--- src/ext_bus_pkg.sv ---
/*
 * Constants, types and address decoding values of the external bus unit.
 * Assumes word addressing on the external bus (one address per 32 bits).
 */
// What this block does
// RULE1 - Master reads drive the read strobe low, except SDRAM reads.
// RULE2 - As slave, a low read strobe marks a read of internal space.
// RULE3 - Low write strobe on even words and on every 32-bit bus write.
// RULE4 - High write strobe on long words or odd words over 64-bit bus.
// RULE5 - External masters use high strobe for high word, low for low.
// RULE6 - Strobes and selects change on the same edge as the address.
// RULE7 - Slaves may hold acknowledge low; the master waits for it.
// RULE8 - As slave, the device holds acknowledge low to insert waits.
// RULE9 - Bank select 0 for top bits 00110, bank select 1 for 00111.
// RULE10 - Host space select whenever address bit 31 is one.
// RULE11 - Burst marks consecutive addresses; slaves may count internally.
// RULE12 - During host bursts in, the device increments the address itself.
// RULE13 - Boot select is the boot memory chip select and a reset strap.
// RULE14 - Identity from three pins; identity zero initialises SDRAM.
// RULE15 - Transfers are word, long or quad sized.
// RULE16 - Addresses are aligned to the transfer size.
// RULE17 - Narrow buses split a transfer into consecutive bus cycles.
// RULE18 - Writes complete for the requester once the outbound queue holds them.
// RULE19 - Read data is captured inbound and sent to the original target.
// RULE20 - Slave data enters the inbound queue with address and attributes.
// RULE21 - Width of 32 or 64 bits set apart for memory, multiprocessor, host.
// RULE22 - Boot memory uses an 8-bit bus with fixed wait cycles.
package ext_bus_pkg;

    localparam logic [1:0] SIZE_WORD = 2'h0;
    localparam logic [1:0] SIZE_LONG = 2'h1;
    localparam logic [1:0] SIZE_QUAD = 2'h2;

    localparam logic [4:0] BANK0_SEL = 5'h06;
    localparam logic [4:0] BANK1_SEL = 5'h07;
    localparam logic [4:0] BOOT_SEL = 5'h04;
    localparam logic [4:0] SDRAM_SEL = 5'h08;
    localparam logic [4:0] MP_SEL = 5'h02;

    localparam logic [3:0] BOOT_WAIT_CYCLES = 4'h3;

    typedef enum logic [1:0] {
        M_IDLE = 2'b00,
        M_BEAT = 2'b01,
        M_PUSH = 2'b10
    } mst_state_t;

    typedef struct packed {
        logic write;
        logic [1:0] size;
        logic [31:0] addr;
        logic [127:0] data;
        logic [3:0] tag;
    } req_t;

    typedef struct packed {
        logic from_slave;
        logic [1:0] attr;
        logic [31:0] addr;
        logic [3:0] tag;
        logic [127:0] data;
    } inb_t;

    typedef struct packed {
        logic [31:0] addr;
        logic [63:0] data;
        logic rd_n;
        logic wrl_n;
        logic wrh_n;
        logic [1:0] ms_n;
        logic msh_n;
        logic bms_n;
        logic burst;
    } pins_t;

endpackage

--- src/external_bus_unit.sv ---
/*
 * External bus unit: master engine with outbound and inbound queues and
 * the slave responder for external masters reaching internal space.
 * Assumes bus mastership is granted by outside arbitration.
 */
`timescale 1ns/100ps
module external_bus_unit import ext_bus_pkg::*; (
    input wire logic clk_in,
    input wire logic rst_b_in,
    input wire logic req_valid_in,
    input wire req_t req_in,
    output logic req_ready_out,
    output logic misalign_err_out,
    output logic inb_valid_out,
    output inb_t inb_out,
    input wire logic inb_ready_in,
    output logic slv_rd_req_out,
    output logic [31:0] slv_rd_addr_out,
    input wire logic slv_rd_valid_in,
    input wire logic [63:0] slv_rd_data_in,
    input wire logic width_mem64_in,
    input wire logic width_mp64_in,
    input wire logic width_host64_in,
    input wire logic bus_grant_in,
    input wire logic [2:0] id_in,
    input wire logic [31:0] ext_address_bus_in,
    output logic [31:0] ext_address_bus_out,
    input wire logic [63:0] ext_data_bus_in,
    output logic [63:0] ext_data_bus_out,
    output logic ext_data_bus_oe_b_out,
    input wire logic read_strobe_n_in,
    output logic read_strobe_n_out,
    input wire logic write_low_strobe_n_in,
    output logic write_low_strobe_n_out,
    input wire logic write_high_strobe_n_in,
    output logic write_high_strobe_n_out,
    input wire logic burst_indicator_in,
    output logic burst_indicator_out,
    output logic [1:0] bank_select_n_out,
    output logic host_space_select_n_out,
    input wire logic boot_memory_select_n_in,
    output logic boot_memory_select_n_out,
    output logic master_oe_b_out,
    input wire logic ack_in,
    output logic ack_out,
    output logic ack_oe_b_out,
    output logic rom_boot_mode_out,
    output logic sdram_init_master_out
);
    ////////////////////////////////////////////////////////////////////////
    // Decoding functions.
    function automatic logic [4:0] nbeats(input logic [1:0] size,
                                          input logic w64,
                                          input logic boot);
        logic [4:0] n;
        n = 5'h01;
        if (boot) begin
            n = 5'h04 << size;
        end else if (size == SIZE_LONG) begin
            n = w64 ? 5'h01 : 5'h02;
        end else if (size == SIZE_QUAD) begin
            n = w64 ? 5'h02 : 5'h04;
        end
        return n;
    endfunction
    function automatic logic space_w64(input logic [31:0] a,
        input logic [2:0] wd); // RULE21
        logic w;
        w = wd[0];
        if (a[31]) begin
            w = wd[2];
        end else if (a[31:28] == 4'h3 || a[31:27] == BOOT_SEL ||
                     a[31:27] == SDRAM_SEL) begin
            w = wd[1];
        end
        return w;
    endfunction
    function automatic pins_t beat_pins(input req_t r, input logic [4:0] b,
                                        input logic w64, input logic boot);
        pins_t p;
        logic wide;
        wide = w64 && !boot && r.size != SIZE_WORD;
        p.addr = r.addr + (wide ? {26'h0, b, 1'b0} : {27'h0, b}); // RULE17
        if (boot) begin
            p.data = {56'h0, r.data[8*b +: 8]}; // RULE22
        end else if (!w64) begin
            p.data = {32'h0, r.data[32*b +: 32]};
        end else if (r.size == SIZE_WORD) begin
            p.data = r.addr[0] ? {r.data[31:0], 32'h0} : {32'h0, r.data[31:0]};
        end else begin
            p.data = r.data[64*b +: 64];
        end
        p.rd_n = r.write || r.addr[31:27] == SDRAM_SEL; // RULE1
        p.wrl_n = !(r.write && (boot || !w64 || r.size != SIZE_WORD ||
                                !r.addr[0])); // RULE3
        p.wrh_n = !(r.write && !boot && w64 &&
                    (r.size != SIZE_WORD || r.addr[0])); // RULE4
        p.ms_n[0] = p.addr[31:27] != BANK0_SEL; // RULE9
        p.ms_n[1] = p.addr[31:27] != BANK1_SEL; // RULE9
        p.msh_n = !p.addr[31]; // RULE10
        p.bms_n = !boot; // RULE13
        p.burst = nbeats(r.size, w64, boot) != 5'h01; // RULE11
        return p;
    endfunction
    ////////////////////////////////////////////////////////////////////////
    // Outbound queue and master engine.
    req_t ob_q;
    logic ob_valid_q, ready_q, err_q;
    mst_state_t state_q, state_d;
    pins_t pins_q, pins_d;
    logic drv_q, w64_q, boot_q;
    logic [4:0] beat_q, beats_q;
    logic [3:0] wait_q;
    logic [127:0] rbuf_q;
    inb_t inb_q;
    logic inb_valid_q;
    wire accept = req_valid_in && ready_q;
    wire misaligned = (req_in.size == SIZE_LONG && req_in.addr[0]) ||
                      (req_in.size == SIZE_QUAD && req_in.addr[1:0] != 2'h0);
    wire ob_boot = ob_q.addr[31:27] == BOOT_SEL;
    wire ob_w64 = space_w64(ob_q.addr,
        {width_host64_in, width_mem64_in, width_mp64_in});
    wire start = state_q == M_IDLE && ob_valid_q && bus_grant_in;
    wire beat_done = state_q == M_BEAT && wait_q == 4'h0 && ack_in; // RULE7
    wire last_beat = beat_q + 5'h01 == beats_q;
    wire slv_cap;
    wire push = state_q == M_PUSH && !inb_valid_q && !slv_cap;
    wire ob_done = (beat_done && last_beat && ob_q.write) || push;
    wire ob_valid_d = accept ? !misaligned : ob_valid_q && !ob_done; // RULE16
    always_comb begin
        state_d = state_q;
        case (state_q)
            M_IDLE: if (start) state_d = M_BEAT;
            M_BEAT: if (beat_done && last_beat) begin
                state_d = ob_q.write ? M_IDLE : M_PUSH;
            end
            M_PUSH: if (push) state_d = M_IDLE;
            default: state_d = M_IDLE;
        endcase
    end
    always_comb begin
        pins_d = pins_q;
        if (start) begin
            pins_d = beat_pins(ob_q, 5'h00, ob_w64, ob_boot); // RULE6
        end else if (beat_done && !last_beat) begin
            pins_d = beat_pins(ob_q, beat_q + 5'h01, w64_q, boot_q); // RULE6
        end else if (beat_done) begin
            pins_d.rd_n = 1'b1;
            pins_d.wrl_n = 1'b1;
            pins_d.wrh_n = 1'b1;
            pins_d.ms_n = 2'h3;
            pins_d.msh_n = 1'b1;
            pins_d.bms_n = 1'b1;
            pins_d.burst = 1'b0;
        end
    end
    always_ff @(posedge clk_in or negedge rst_b_in) begin
        if (!rst_b_in) begin
            ob_q <= '0;
            ob_valid_q <= 1'b0;
            ready_q <= 1'b0;
            err_q <= 1'b0;
        end else begin
            if (accept) ob_q <= req_in; // RULE18
            ob_valid_q <= ob_valid_d;
            ready_q <= !ob_valid_d;
            err_q <= accept && misaligned; // RULE16
        end
    end
    always_ff @(posedge clk_in or negedge rst_b_in) begin
        if (!rst_b_in) begin
            state_q <= M_IDLE;
            pins_q <= '{addr: 32'h0, data: 64'h0, rd_n: 1'b1, wrl_n: 1'b1,
                        wrh_n: 1'b1, ms_n: 2'h3, msh_n: 1'b1, bms_n: 1'b1,
                        burst: 1'b0};
            drv_q <= 1'b0;
            w64_q <= 1'b0;
            boot_q <= 1'b0;
            beat_q <= 5'h00;
            beats_q <= 5'h01;
            wait_q <= 4'h0;
        end else begin
            state_q <= state_d;
            pins_q <= pins_d;
            drv_q <= state_d == M_BEAT;
            if (start) begin
                w64_q <= ob_w64;
                boot_q <= ob_boot;
                beat_q <= 5'h00;
                beats_q <= nbeats(ob_q.size, ob_w64, ob_boot); // RULE15
                wait_q <= ob_boot ? BOOT_WAIT_CYCLES : 4'h0; // RULE22
            end else if (beat_done) begin
                beat_q <= beat_q + 5'h01;
                wait_q <= boot_q ? BOOT_WAIT_CYCLES : 4'h0;
            end else if (wait_q != 4'h0) begin
                wait_q <= wait_q - 4'h1;
            end
        end
    end
    always_ff @(posedge clk_in or negedge rst_b_in) begin
        if (!rst_b_in) begin
            rbuf_q <= 128'h0;
        end else if (beat_done && !ob_q.write) begin
            if (boot_q) begin
                rbuf_q[8*beat_q +: 8] <= ext_data_bus_in[7:0];
            end else if (!w64_q) begin
                rbuf_q[32*beat_q +: 32] <= ext_data_bus_in[31:0];
            end else if (ob_q.size == SIZE_WORD) begin
                rbuf_q[31:0] <= ob_q.addr[0] ? ext_data_bus_in[63:32] :
                                               ext_data_bus_in[31:0];
            end else begin
                rbuf_q[64*beat_q +: 64] <= ext_data_bus_in;
            end
        end
    end
    ////////////////////////////////////////////////////////////////////////
    // Slave responder.
    logic [31:0] slv_addr_q;
    logic slv_burst_q, slv_have_q, slv_pend_q, ack_q, ack_oe_b_q;
    logic [63:0] slv_data_q;
    logic rd_req_q;
    logic [31:0] rd_addr_q;
    wire slv_step2 = width_mp64_in;
    wire [31:0] slv_eff = (burst_indicator_in && slv_burst_q) ?
                          slv_addr_q : ext_address_bus_in; // RULE12
    wire slv_own = slv_eff[31:27] == MP_SEL && slv_eff[26:24] == id_in;
    wire slv_rd = !drv_q && !read_strobe_n_in && slv_own; // RULE2
    wire slv_wr = !drv_q && slv_own &&
                  (!write_low_strobe_n_in || !write_high_strobe_n_in); // RULE5
    assign slv_cap = slv_wr && ack_q; // RULE20
    wire slv_rd_done = slv_rd && slv_have_q;
    wire slv_done = slv_cap || slv_rd_done;
    wire rd_issue = slv_rd && !slv_have_q && !slv_pend_q;
    wire slv_have_d = slv_rd_valid_in || (slv_have_q && !slv_rd_done);
    wire inb_valid_d = (inb_valid_q && !inb_ready_in) || push || slv_cap;
    wire ack_d = slv_rd ? slv_have_d :
                 !inb_valid_d && state_d != M_PUSH; // RULE8
    always_ff @(posedge clk_in or negedge rst_b_in) begin
        if (!rst_b_in) begin
            slv_addr_q <= 32'h0;
            slv_burst_q <= 1'b0;
            slv_have_q <= 1'b0;
            slv_pend_q <= 1'b0;
            slv_data_q <= 64'h0;
            ack_q <= 1'b0;
            ack_oe_b_q <= 1'b1;
            rd_req_q <= 1'b0;
            rd_addr_q <= 32'h0;
        end else begin
            if (slv_done) begin
                slv_addr_q <= slv_eff + (slv_step2 ? 32'h2 : 32'h1); // RULE12
                slv_burst_q <= burst_indicator_in; // RULE11
            end
            slv_have_q <= slv_have_d;
            slv_pend_q <= rd_issue || (slv_pend_q && !slv_rd_valid_in);
            if (slv_rd_valid_in) slv_data_q <= slv_rd_data_in;
            ack_q <= ack_d;
            ack_oe_b_q <= !(slv_rd || slv_wr);
            rd_req_q <= rd_issue;
            if (rd_issue) rd_addr_q <= slv_eff;
        end
    end
    ////////////////////////////////////////////////////////////////////////
    // Inbound queue, strap and identity.
    logic rom_boot_q, strap_taken_q, sdram_init_q;
    always_ff @(posedge clk_in or negedge rst_b_in) begin
        if (!rst_b_in) begin
            inb_q <= '0;
            inb_valid_q <= 1'b0;
        end else begin
            inb_valid_q <= inb_valid_d;
            if (push) begin
                inb_q <= '{from_slave: 1'b0, attr: ob_q.size,
                           addr: ob_q.addr, tag: ob_q.tag,
                           data: rbuf_q}; // RULE19
            end else if (slv_cap) begin
                inb_q <= '{from_slave: 1'b1,
                           attr: {!write_high_strobe_n_in,
                                  !write_low_strobe_n_in},
                           addr: slv_eff, tag: 4'h0,
                           data: {64'h0, ext_data_bus_in}}; // RULE20
            end
        end
    end
    always_ff @(posedge clk_in or negedge rst_b_in) begin
        if (!rst_b_in) begin
            rom_boot_q <= 1'b0;
            strap_taken_q <= 1'b0;
            sdram_init_q <= 1'b0;
        end else begin
            if (!strap_taken_q) rom_boot_q <= boot_memory_select_n_in; // RULE13
            strap_taken_q <= 1'b1;
            sdram_init_q <= id_in == 3'h0; // RULE14
        end
    end
    assign req_ready_out = ready_q;
    assign misalign_err_out = err_q;
    assign inb_valid_out = inb_valid_q;
    assign inb_out = inb_q;
    assign slv_rd_req_out = rd_req_q;
    assign slv_rd_addr_out = rd_addr_q;
    assign ext_address_bus_out = pins_q.addr;
    assign ext_data_bus_out = drv_q ? pins_q.data : slv_data_q;
    assign ext_data_bus_oe_b_out = !((drv_q && ob_q.write) || slv_have_q);
    assign read_strobe_n_out = pins_q.rd_n;
    assign write_low_strobe_n_out = pins_q.wrl_n;
    assign write_high_strobe_n_out = pins_q.wrh_n;
    assign burst_indicator_out = pins_q.burst;
    assign bank_select_n_out = pins_q.ms_n;
    assign host_space_select_n_out = pins_q.msh_n;
    assign boot_memory_select_n_out = pins_q.bms_n;
    assign master_oe_b_out = !drv_q;
    assign ack_out = ack_q;
    assign ack_oe_b_out = ack_oe_b_q;
    assign rom_boot_mode_out = rom_boot_q;
    assign sdram_init_master_out = sdram_init_q;
    ////////////////////////////////////////////////////////////////////////
    // Assertions.
    a_bank_decode: assert property (@(posedge clk_in) disable iff (!rst_b_in)
        drv_q |-> (!pins_q.ms_n[0] == (pins_q.addr[31:27] == BANK0_SEL)) &&
        (!pins_q.ms_n[1] == (pins_q.addr[31:27] == BANK1_SEL))) // RULE9
        else $error("Bank select does not match address.");
    a_host_decode: assert property (@(posedge clk_in) disable iff (!rst_b_in)
        drv_q |-> pins_q.msh_n == !pins_q.addr[31]) // RULE10
        else $error("Host select does not match address bit 31.");
    a_read_strobe: assert property (@(posedge clk_in) disable iff (!rst_b_in)
        drv_q && !ob_q.write && ob_q.addr[31:27] != SDRAM_SEL
        |-> !pins_q.rd_n && pins_q.wrl_n) // RULE1
        else $error("Read strobe missing on master read.");
    a_low_strobe: assert property (@(posedge clk_in) disable iff (!rst_b_in)
        drv_q && ob_q.write && !w64_q |-> !pins_q.wrl_n && pins_q.wrh_n)
        // RULE3
        else $error("Narrow bus write strobes wrong.");
    a_high_strobe: assert property (@(posedge clk_in) disable iff (!rst_b_in)
        drv_q && ob_q.write && w64_q && !boot_q && ob_q.size != SIZE_WORD
        |-> !pins_q.wrh_n && !pins_q.wrl_n) // RULE4
        else $error("Long write missing high strobe.");
    a_beat_split: assert property (@(posedge clk_in) disable iff (!rst_b_in)
        start && !ob_boot && !ob_w64 && ob_q.size == SIZE_QUAD
        |=> beats_q == 5'h04 && pins_q.burst) // RULE17
        else $error("Quad on narrow bus not split in four.");
    a_burst_count: assert property (@(posedge clk_in) disable iff (!rst_b_in)
        slv_done && burst_indicator_in && !slv_step2
        |=> slv_addr_q == $past(slv_eff) + 32'h1) // RULE12
        else $error("Slave burst address not incremented.");
    a_slave_wait: assert property (@(posedge clk_in) disable iff (!rst_b_in)
        rd_issue |=> !ack_q [*1] ##0 slv_pend_q) // RULE8
        else $error("Acknowledge given before slave read data.");
    a_queue_take: assert property (@(posedge clk_in) disable iff (!rst_b_in)
        accept && !misaligned |=> ob_valid_q && !req_ready_out) // RULE18
        else $error("Outbound queue did not capture request.");
    a_inbound_hold: assert property (@(posedge clk_in) disable iff (!rst_b_in)
        inb_valid_q && !inb_ready_in |=> inb_valid_q && $stable(inb_q))
        // RULE19
        else $error("Inbound entry lost before it was taken.");
    a_boot_wait: assert property (@(posedge clk_in) disable iff (!rst_b_in)
        start && ob_boot |=> !beat_done [*3]) // RULE22
        else $error("Boot beat ended before fixed wait cycles.");
    a_id_zero: assert property (@(posedge clk_in) disable iff (!rst_b_in)
        id_in == 3'h0 |=> sdram_init_master_out) // RULE14
        else $error("Identity zero not flagged as SDRAM initialiser.");
endmodule // external_bus_unit

--- config.mk ---
export PLATFORM = sky130hd
export DESIGN_NAME = external_bus_unit
export DESIGN_NICKNAME = d
export VERILOG_FILES = /design/src/ext_bus_pkg.sv /design/src/external_bus_unit.sv
export SDC_FILE = /design/constraint.sdc
export NUM_CORES = 2
export LEC_CHECK = 0
export BUFFER_PORTS_ARGS = -buffer_cell sky130_fd_sc_hd__buf_2
export CAP_MARGIN = 20
export CORE_MARGIN = 4
export CORE_UTILIZATION = 57
export DETAILED_ROUTE_END_ITERATION = 8
export PLACE_DENSITY = 0.81
export SYNTH_ARGS = -nofsm -noshare
export SYNTH_HDL_FRONTEND = slang
export SYNTH_SLANG_ARGS = --single-unit
--- constraint.sdc ---
create_clock -name clk_in -period 5.4 [get_ports clk_in]
set_input_delay 0.54 -clock clk_in [delete_from_list [all_inputs] [get_ports clk_in]]
set_output_delay 0.54 -clock clk_in [all_outputs]
set_load 0.01 [all_outputs]
Word-level counts from Yosys, hierarchy flattened. Cells that the tools add are included.

Reductions and logical operators: 103. $add $sub $neg: 7. Shifts and indexed selects: 10. Eq/ne operators: 21. Mux-type cells: 54.

Operators with widths (count): 2-to-1 mux 64 bit (8); bitwise mux 128 bit (3); 2-to-1 mux 167 bit (2); 2-to-1 mux 128 bit (2); 2-to-1 mux 96 bit (2); variable shift 32 x 34 -> 128 bit, first input constant (1); variable shift 64 x 34 -> 128 bit, first input constant (1); variable shift 8 x 34 -> 128 bit, first input constant (1); variable part select 128 x 11 -> 32 bit (1); variable part select 128 x 12 -> 64 bit (1); variable part select 128 x 9 -> 8 bit (1); variable part select 32 x 34 -> 128 bit (1); variable part select 64 x 34 -> 128 bit (1); variable part select 8 x 34 -> 128 bit (1); 2-to-1 mux 104 bit (1); 2-to-1 mux 32 bit (3); logical AND 1 bit (40); 2-to-1 mux 5 bit (7); negator 10 -> 34 bit (1); negator 11 -> 34 bit (1); negator 8 -> 34 bit (1); adder 32 x 2 -> 32 bit (1); adder 32 x 6 -> 32 bit (1); logical NOT 1 bit (30); other kinds (30) (83).

Word-level logic and storage cells: 239. Flip-flop bits (word level): 726. Output and inout bits: 313. Bits of input ports: 345.

Logic depth before layout (Yosys ltp).
Depth in word-level cells: 14. Mapped depth: 18. Depth with buffers taken out: 11.

Least setup slack after synthesis. Ideal clock, no wire load.

Kind: flip-flop to flip-flop. Start point: reg beat_q[0]. End point: reg pins_q (netlist bit ext_address_bus_out[8]). Arrival: 4214 ps. Required time: 5317 ps. Stages on the path, launching flop included: 19. Path buffers: 7. Clock period less this slack: 4296 ps. Setup time: 83 ps. Setup slack: 1104 ps. Path through: dfrtp_1 -> buf_2 -> buf_2 -> buf_2 -> inv_1 -> ha_1 -> buf_2 -> buf_2 -> buf_1 -> nand2_1 -> o21ai_0 -> fa_1 -> a211oi_1 -> o21a_1 -> or2_2 -> clkbuf_1 -> or3_1 -> xor2_1 -> o21ai_0.

Longest elaborated chain between the ends: 5. Elaborated cells on any way between the ends: 9. Those cells by class: 2 x add/sub; 1 x eq/ne; 3 x mux; 3 x reduce/logical.

RTL lines: from (decl) (line external_bus_unit.sv:112) `logic [4:0] beat_q, beats_q;`; from (signal assigned) (line external_bus_unit.sv:193) `beat_q <= beat_q + 5'h01;`; adder 5 x 1 -> 5 bit (*) (line external_bus_unit.sv:125, external_bus_unit.sv:146); 2-to-1 mux 6 bit or == test 5 bit (tied branches) (line external_bus_unit.sv:83, external_bus_unit.sv:125); adder 32 x 6 -> 32 bit or logical NOT 1 bit (tied branches) (line external_bus_unit.sv:83, external_bus_unit.sv:145); 2-to-1 mux 96 bit or logical AND 1 bit (tied branches) (line external_bus_unit.sv:145) `end else if (beat_done && !last_beat) begin`; 2-to-1 mux 104 bit or nonzero test 2 bit (tied branches); to (signal assigned) (line external_bus_unit.sv:173) `pins_q <= '{addr: 32'h0, data: 64'h0, rd_n: 1'b1, wrl_n: 1'b1,`; to (signal assigned) (line external_bus_unit.sv:184) `pins_q <= pins_d;`; to (decl) (line external_bus_unit.sv:110) `pins_t pins_q, pins_d;`.

Every way passes the cells marked *; elsewhere a longest branch is shown, timed or not. The select of a mux whose other input is x is not followed. A chain may end at the register's enable or synchronous reset.

Final worst setup path.
Start point: reg beat_q[0]. End point: reg rbuf_q[103].

Longest elaborated chain between the ends: 6. Elaborated cells on any way between the ends: 15. Those cells by class: 3 x add/sub; 6 x shift; 6 x mux.

RTL lines: negator 11 -> 34 bit (line external_bus_unit.sv:212) `rbuf_q[64*beat_q +: 64] <= ext_data_bus_in;`; variable part select 64 x 34 -> 128 bit or variable shift 64 x 34 -> 128 bit (tied branches) (line external_bus_unit.sv:212); bitwise mux 128 bit (line external_bus_unit.sv:212); 2-to-1 mux 96 bit (line external_bus_unit.sv:208) `end else if (ob_q.size == SIZE_WORD) begin`; 2-to-1 mux 128 bit (line external_bus_unit.sv:206) `end else if (!w64_q) begin`; 2-to-1 mux 128 bit (*) (line external_bus_unit.sv:204) `if (boot_q) begin`; to (signal, indexed assignment) (line external_bus_unit.sv:205) `rbuf_q[8*beat_q +: 8] <= ext_data_bus_in[7:0];`; to (signal, indexed assignment) (line external_bus_unit.sv:207) `rbuf_q[32*beat_q +: 32] <= ext_data_bus_in[31:0];`; to (signal, indexed assignment) (line external_bus_unit.sv:212); to (decl) (line external_bus_unit.sv:114) `logic [127:0] rbuf_q;`.

Marked as above.

==> metrics.md <==
| Metric | Value |
|---|---|
| Total die area | 69200 sq um |
| Leak Pwr | 18.6 nW |
| Largest clock skew in the final design | 0.0213 ns |
| Wire length of the first global-routing pass | 194000 um |
| Stage delay of the slowest cell on the critical path | 0.74 ns |
| Cell count after synthesis | approximately 3.4k |
| Synth Net Count | about 3.8k |
| Vias per cell | 6.47 |
| Vias in the first global route | 30.7k |
| Clk_lat worst skew | 0.63 ns |
| # nets final | 4304 |
| Largest family of logic cells by synthesized area | multiplexers |
| Total number of vias | 31.6k |
| Synthesis-to-finish area growth | 17.7% |
| Final Hold Vio Count | 7 |
| Num Clock Sinks | between 700 and 800 |
| Horizontal die dimension | 263 um |
| Most frequent cell after synthesis | sky130_fd_sc_hd__dfrtp_1 |
| F_max | 222 MHz |
| Pin slew with the least headroom to its limit | 1.19 ns |
| Post-synthesis compound-gate area fraction | 13.1% |
| DRC marker count from the first detailed-route iteration | 3675 |
| Critical path capture point type | flop |
| Library cell with the largest summed area after synthesis | sky130_fd_sc_hd__dfrtp_1 |
| P per Cell Area | 576 nW/um^2 |
| Clock tree from TritonCTS | yes |
| Count of pins on the block boundary | 658 |
| Iteration count of the initial detailed-routing pass | 6 |
| Final setup margin | ~0.9 ns |
| Depth of the CTS H-tree | 3 |
| Register bit count reported by yosys | 726 |
| Library cell used as clock root buffer | sky130_fd_sc_hd__clkbuf_16 |
| Worst setup slack before clock tree synthesis | 1.05 ns |
| Fraction of registers with async set/reset | 100% |
| Final weighted congestion in routability-driven placement | 0.986 |
| Tightest hold margin | -0.0352 ns |
| Routed wire length | 129000 um |
| Slowest cell on the critical path | sky130_fd_sc_hd__dfrtp_4 |
| Fraction of synthesized cell area in xor and xnor cells | 1.51% |
| Status | complete, but fails checks |
| Highest fanout seen on the critical path | 37 |
| Count of different cell masters after synthesis | 98 |
| Post-CTS Setup Inserts | 0 |
| Final ANT Viol Nets | 0 |
| Number of enable flip-flop cells after synthesis | 0 |
| Final number of setup-violating endpoints | 0 |
| Post-route total power | 0.0251 W |
| Dpl hpwl | 91400 um |
| Hold bufs inserted after CTS | 0 |
| Maximum ir drop on the vdd rail | 0.414 mV |
| Reported max-cap violation count | 0 |
| Part of the Yosys area used for sequential elements | 49.0% |
| Critical path, cell by cell | inv_1, ha_4, nor3b_1, ha_1, nor3b_1, a31oi_1, o31ai_2, o211ai_2, a21oi_2, mux2_2 |
| Global route total overflow | 0 |
| Quantity of I/O buffers inserted on ports | 657 |
| Wire length per cell | about 26 um |
| Violated checks | negative hold slack |
| Kind of start point of the critical path | flop |
| Area of the placeable core | 64500 sq um |
| Remaining design rule violation count | 0 |
| Number of clock buffers inserted by TritonCTS | 79 |
| Worst slew margin relative to its limit | between 20% and 30% |
| Mux contribution to synthesized area | 20.1% |
| Synth Cell Area | 37100 sq um |
| Setup Total Neg Slack | 0 ns |
| Share of layout cells above drive strength 1 | 33.4% |
| Y dimension of the die | 263 um |
| Library cell appearing most often on the critical path | sky130_fd_sc_hd__nor3b_1 |
| Most used standard cells in the synthesized netlist | sky130_fd_sc_hd__dfrtp_1 (717), sky130_fd_sc_hd__nand2_1 (393), sky130_fd_sc_hd__mux2_2 (335), sky130_fd_sc_hd__nor2_1 (269), sky130_fd_sc_hd__o21ai_0 (266) |
| Yosys warning total | 0 |
| Post-Synthesis Mean Instance Area | 10.8 sq um |
| Maximum number of pins on one net before global-route repair | 160 |
| Post-cts gate resize count | 0 |
| Number of core rows | between 90 and 100 |
| Arithmetic-cell share of the synthesized area counting full adders, half adders and majority gates | 0.513% |
| Fin. max-slew vios | 0 |
| Data required time of the critical path | 5.89 ns |
| GR Util All Layers | 36.1% |
| Data arrival time at the worst-slack endpoint | 5.00 ns |
| Share of the synthesized area in the top cell type | ~48% |
| Post-synthesis share of cell area spent on and, or, nand and nor gates | between 10% and 20% |
| Leading cell types by total area after synthesis | sky130_fd_sc_hd__dfrtp_1 (48%), sky130_fd_sc_hd__mux2_2 (10%), sky130_fd_sc_hd__mux2i_1 (5.2%) |
| Post-CTS clock slew at the launch and capture registers of the worst setup and hold paths | 0.07 ns |
| Initial Util | 57.5% |
| Maximum buffer depth of the clock tree | 3 |
| Fraction of the cycle the final worst path needs | 83.4% |
| Class of the tightest hold or removal check | in -> async |
| Tmin final | ~4.5 ns |
| Dominant synthesized flop cell | sky130_fd_sc_hd__dfrtp_1 |
| Initial antenna violation count | 16 |
| Worst setup path category | reg -> reg |
| Unrepaired setup endpoints after global routing | no |
## power by group
group / switching, W / leakage [nW] / internal, W
Sequential: 0.00235 / 8.59 / 0.00723
Combinational: 0.00546 / 8.66 / 0.00445
Clock: 0.00229 / 1.32 / 0.00335
Total: 0.0101 / 18.6 / 0.0150
## worst paths after layout
path	startpoint	to	slack [ns]	cells after the start
min reg2reg	slv_addr_q[28]$_DFFE_PN0P_	slv_addr_q[28]$_DFFE_PN0P_	0.47	1
min in group clk_in	write_high_strobe_n_in	inb_out[165]$_DFFE_PN0P_	0.12	2
max reg2reg	beat_q[0]$_DFFE_PN0P_	rbuf_q[103]$_DFFE_PN0P_	0.90	10
min	rst_b_in	slv_rd_addr_out[22]$_DFFE_PN0P_	-0.04	1
max	beat_q[0]$_DFFE_PN0P_	rbuf_q[103]$_DFFE_PN0P_	0.90	10
max in group asynchronous	rst_b_in	inb_out[123]$_DFFE_PN0P_	3.93	2
## cells in the final DEF, fill, tap and decap left out, types with 11 or more instances in the layout
master,n
sky130_fd_sc_hd__mux2i_1,192
sky130_fd_sc_hd__buf_2,655
sky130_fd_sc_hd__a31oi_1,13
sky130_fd_sc_hd__nand2b_1,12
sky130_fd_sc_hd__o21ai_0,266
sky130_fd_sc_hd__nor2b_1,23
sky130_fd_sc_hd__a221oi_1,50
sky130_fd_sc_hd__mux2_2,335
sky130_fd_sc_hd__nand3_1,59
sky130_fd_sc_hd__dfrtp_1,715
sky130_fd_sc_hd__nor4_1,19
sky130_fd_sc_hd__diode_2,15
sky130_fd_sc_hd__a21oi_1,92
sky130_fd_sc_hd__nor3_1,59
sky130_fd_sc_hd__and3_1,23
sky130_fd_sc_hd__clkinv_2,13
sky130_fd_sc_hd__nor2_1,266
sky130_fd_sc_hd__clkbuf_16,82
sky130_fd_sc_hd__a32o_1,34
sky130_fd_sc_hd__nand4_1,16
sky130_fd_sc_hd__a211oi_1,24
sky130_fd_sc_hd__buf_4,49
sky130_fd_sc_hd__and2_1,15
sky130_fd_sc_hd__xor2_1,25
sky130_fd_sc_hd__nand2_1,393
sky130_fd_sc_hd__o22ai_1,12
sky130_fd_sc_hd__or3_1,12
sky130_fd_sc_hd__a32oi_1,25
sky130_fd_sc_hd__a22o_1,16
sky130_fd_sc_hd__ha_1,11
sky130_fd_sc_hd__inv_1,51
sky130_fd_sc_hd__mux4_2,64
sky130_fd_sc_hd__a221o_1,38
sky130_fd_sc_hd__a22oi_1,39
sky130_fd_sc_hd__xnor2_1,37
sky130_fd_sc_hd__clkbuf_1,12
sky130_fd_sc_hd__clkbuf_8,17
sky130_fd_sc_hd__mux2_4,16
## final cells by class
type	instances	area [sq um]
fillers	4877	20800
multi-input cells	2369	17600
flip-flops and latches	726	18200
clock inverters	30	364
diodes	15	37.5
inverters	51	191
well taps	855	1070
repair buffers	718	3880
clock buffers	111	2330
## layer usage
metal | vias to the layer above | wire [um] | GRT usage, % | part of all wire [%]
li1 | 13500 | - | - | -
met1 | 15600 | 47800 | 46.9 | 37
met2 | 2028 | 58800 | 56.4 | 46
met3 | 477 | 12700 | 8.21 | 9.8
met4 | 2 | 9410 | 20.7 | 7.3
met5 | - | 7 | 0 | 0.0054
## cells by family (layout without fill, tap and decap cells)
logic type      after synthesis  count (layout)
flops                       726             726
buf+inv                     331             910
xor+xnor                     63              63
fa+ha+maj                    14              14
other cells                   1              16
mux                         613             613
compound gates              716             716
simple gates                962             962
## state kept, by name, summed over array words and instances (netlist names), 4 cells and up
register,count
slv_rd_addr_out,32
inb_out,167
ob_q,167
slv_data_q,64
ext_address_bus_out,32
beats_q,5
slv_addr_q,32
pins_q,64
wait_q,4
rbuf_q,128
beat_q,5
## through the flow
stage	util, %	cells	area (sq um)
detailed placement	63.4	4712	40900
global route	67.7	4875	43600
floorplan	-	3426	37100
CTS	67.6	4853	43500
global placement	63.4	4711	40800
finish	67.7	4875	43600
## worst max-delay path, delay by kind of cell (launching register included)
family | cells | cell delay [ns]
buffers and inverters | 1 | 0.22
adder cells (fa/ha/maj) | 2 | 0.76
AO/OA/AOI/OAI | 4 | 1.69
AND/OR/NAND/NOR | 2 | 0.53
multiplexers | 1 | 0.41
flip-flops | 1 | 0.74
Note: power is estimated with default switching activity, not from simulation.
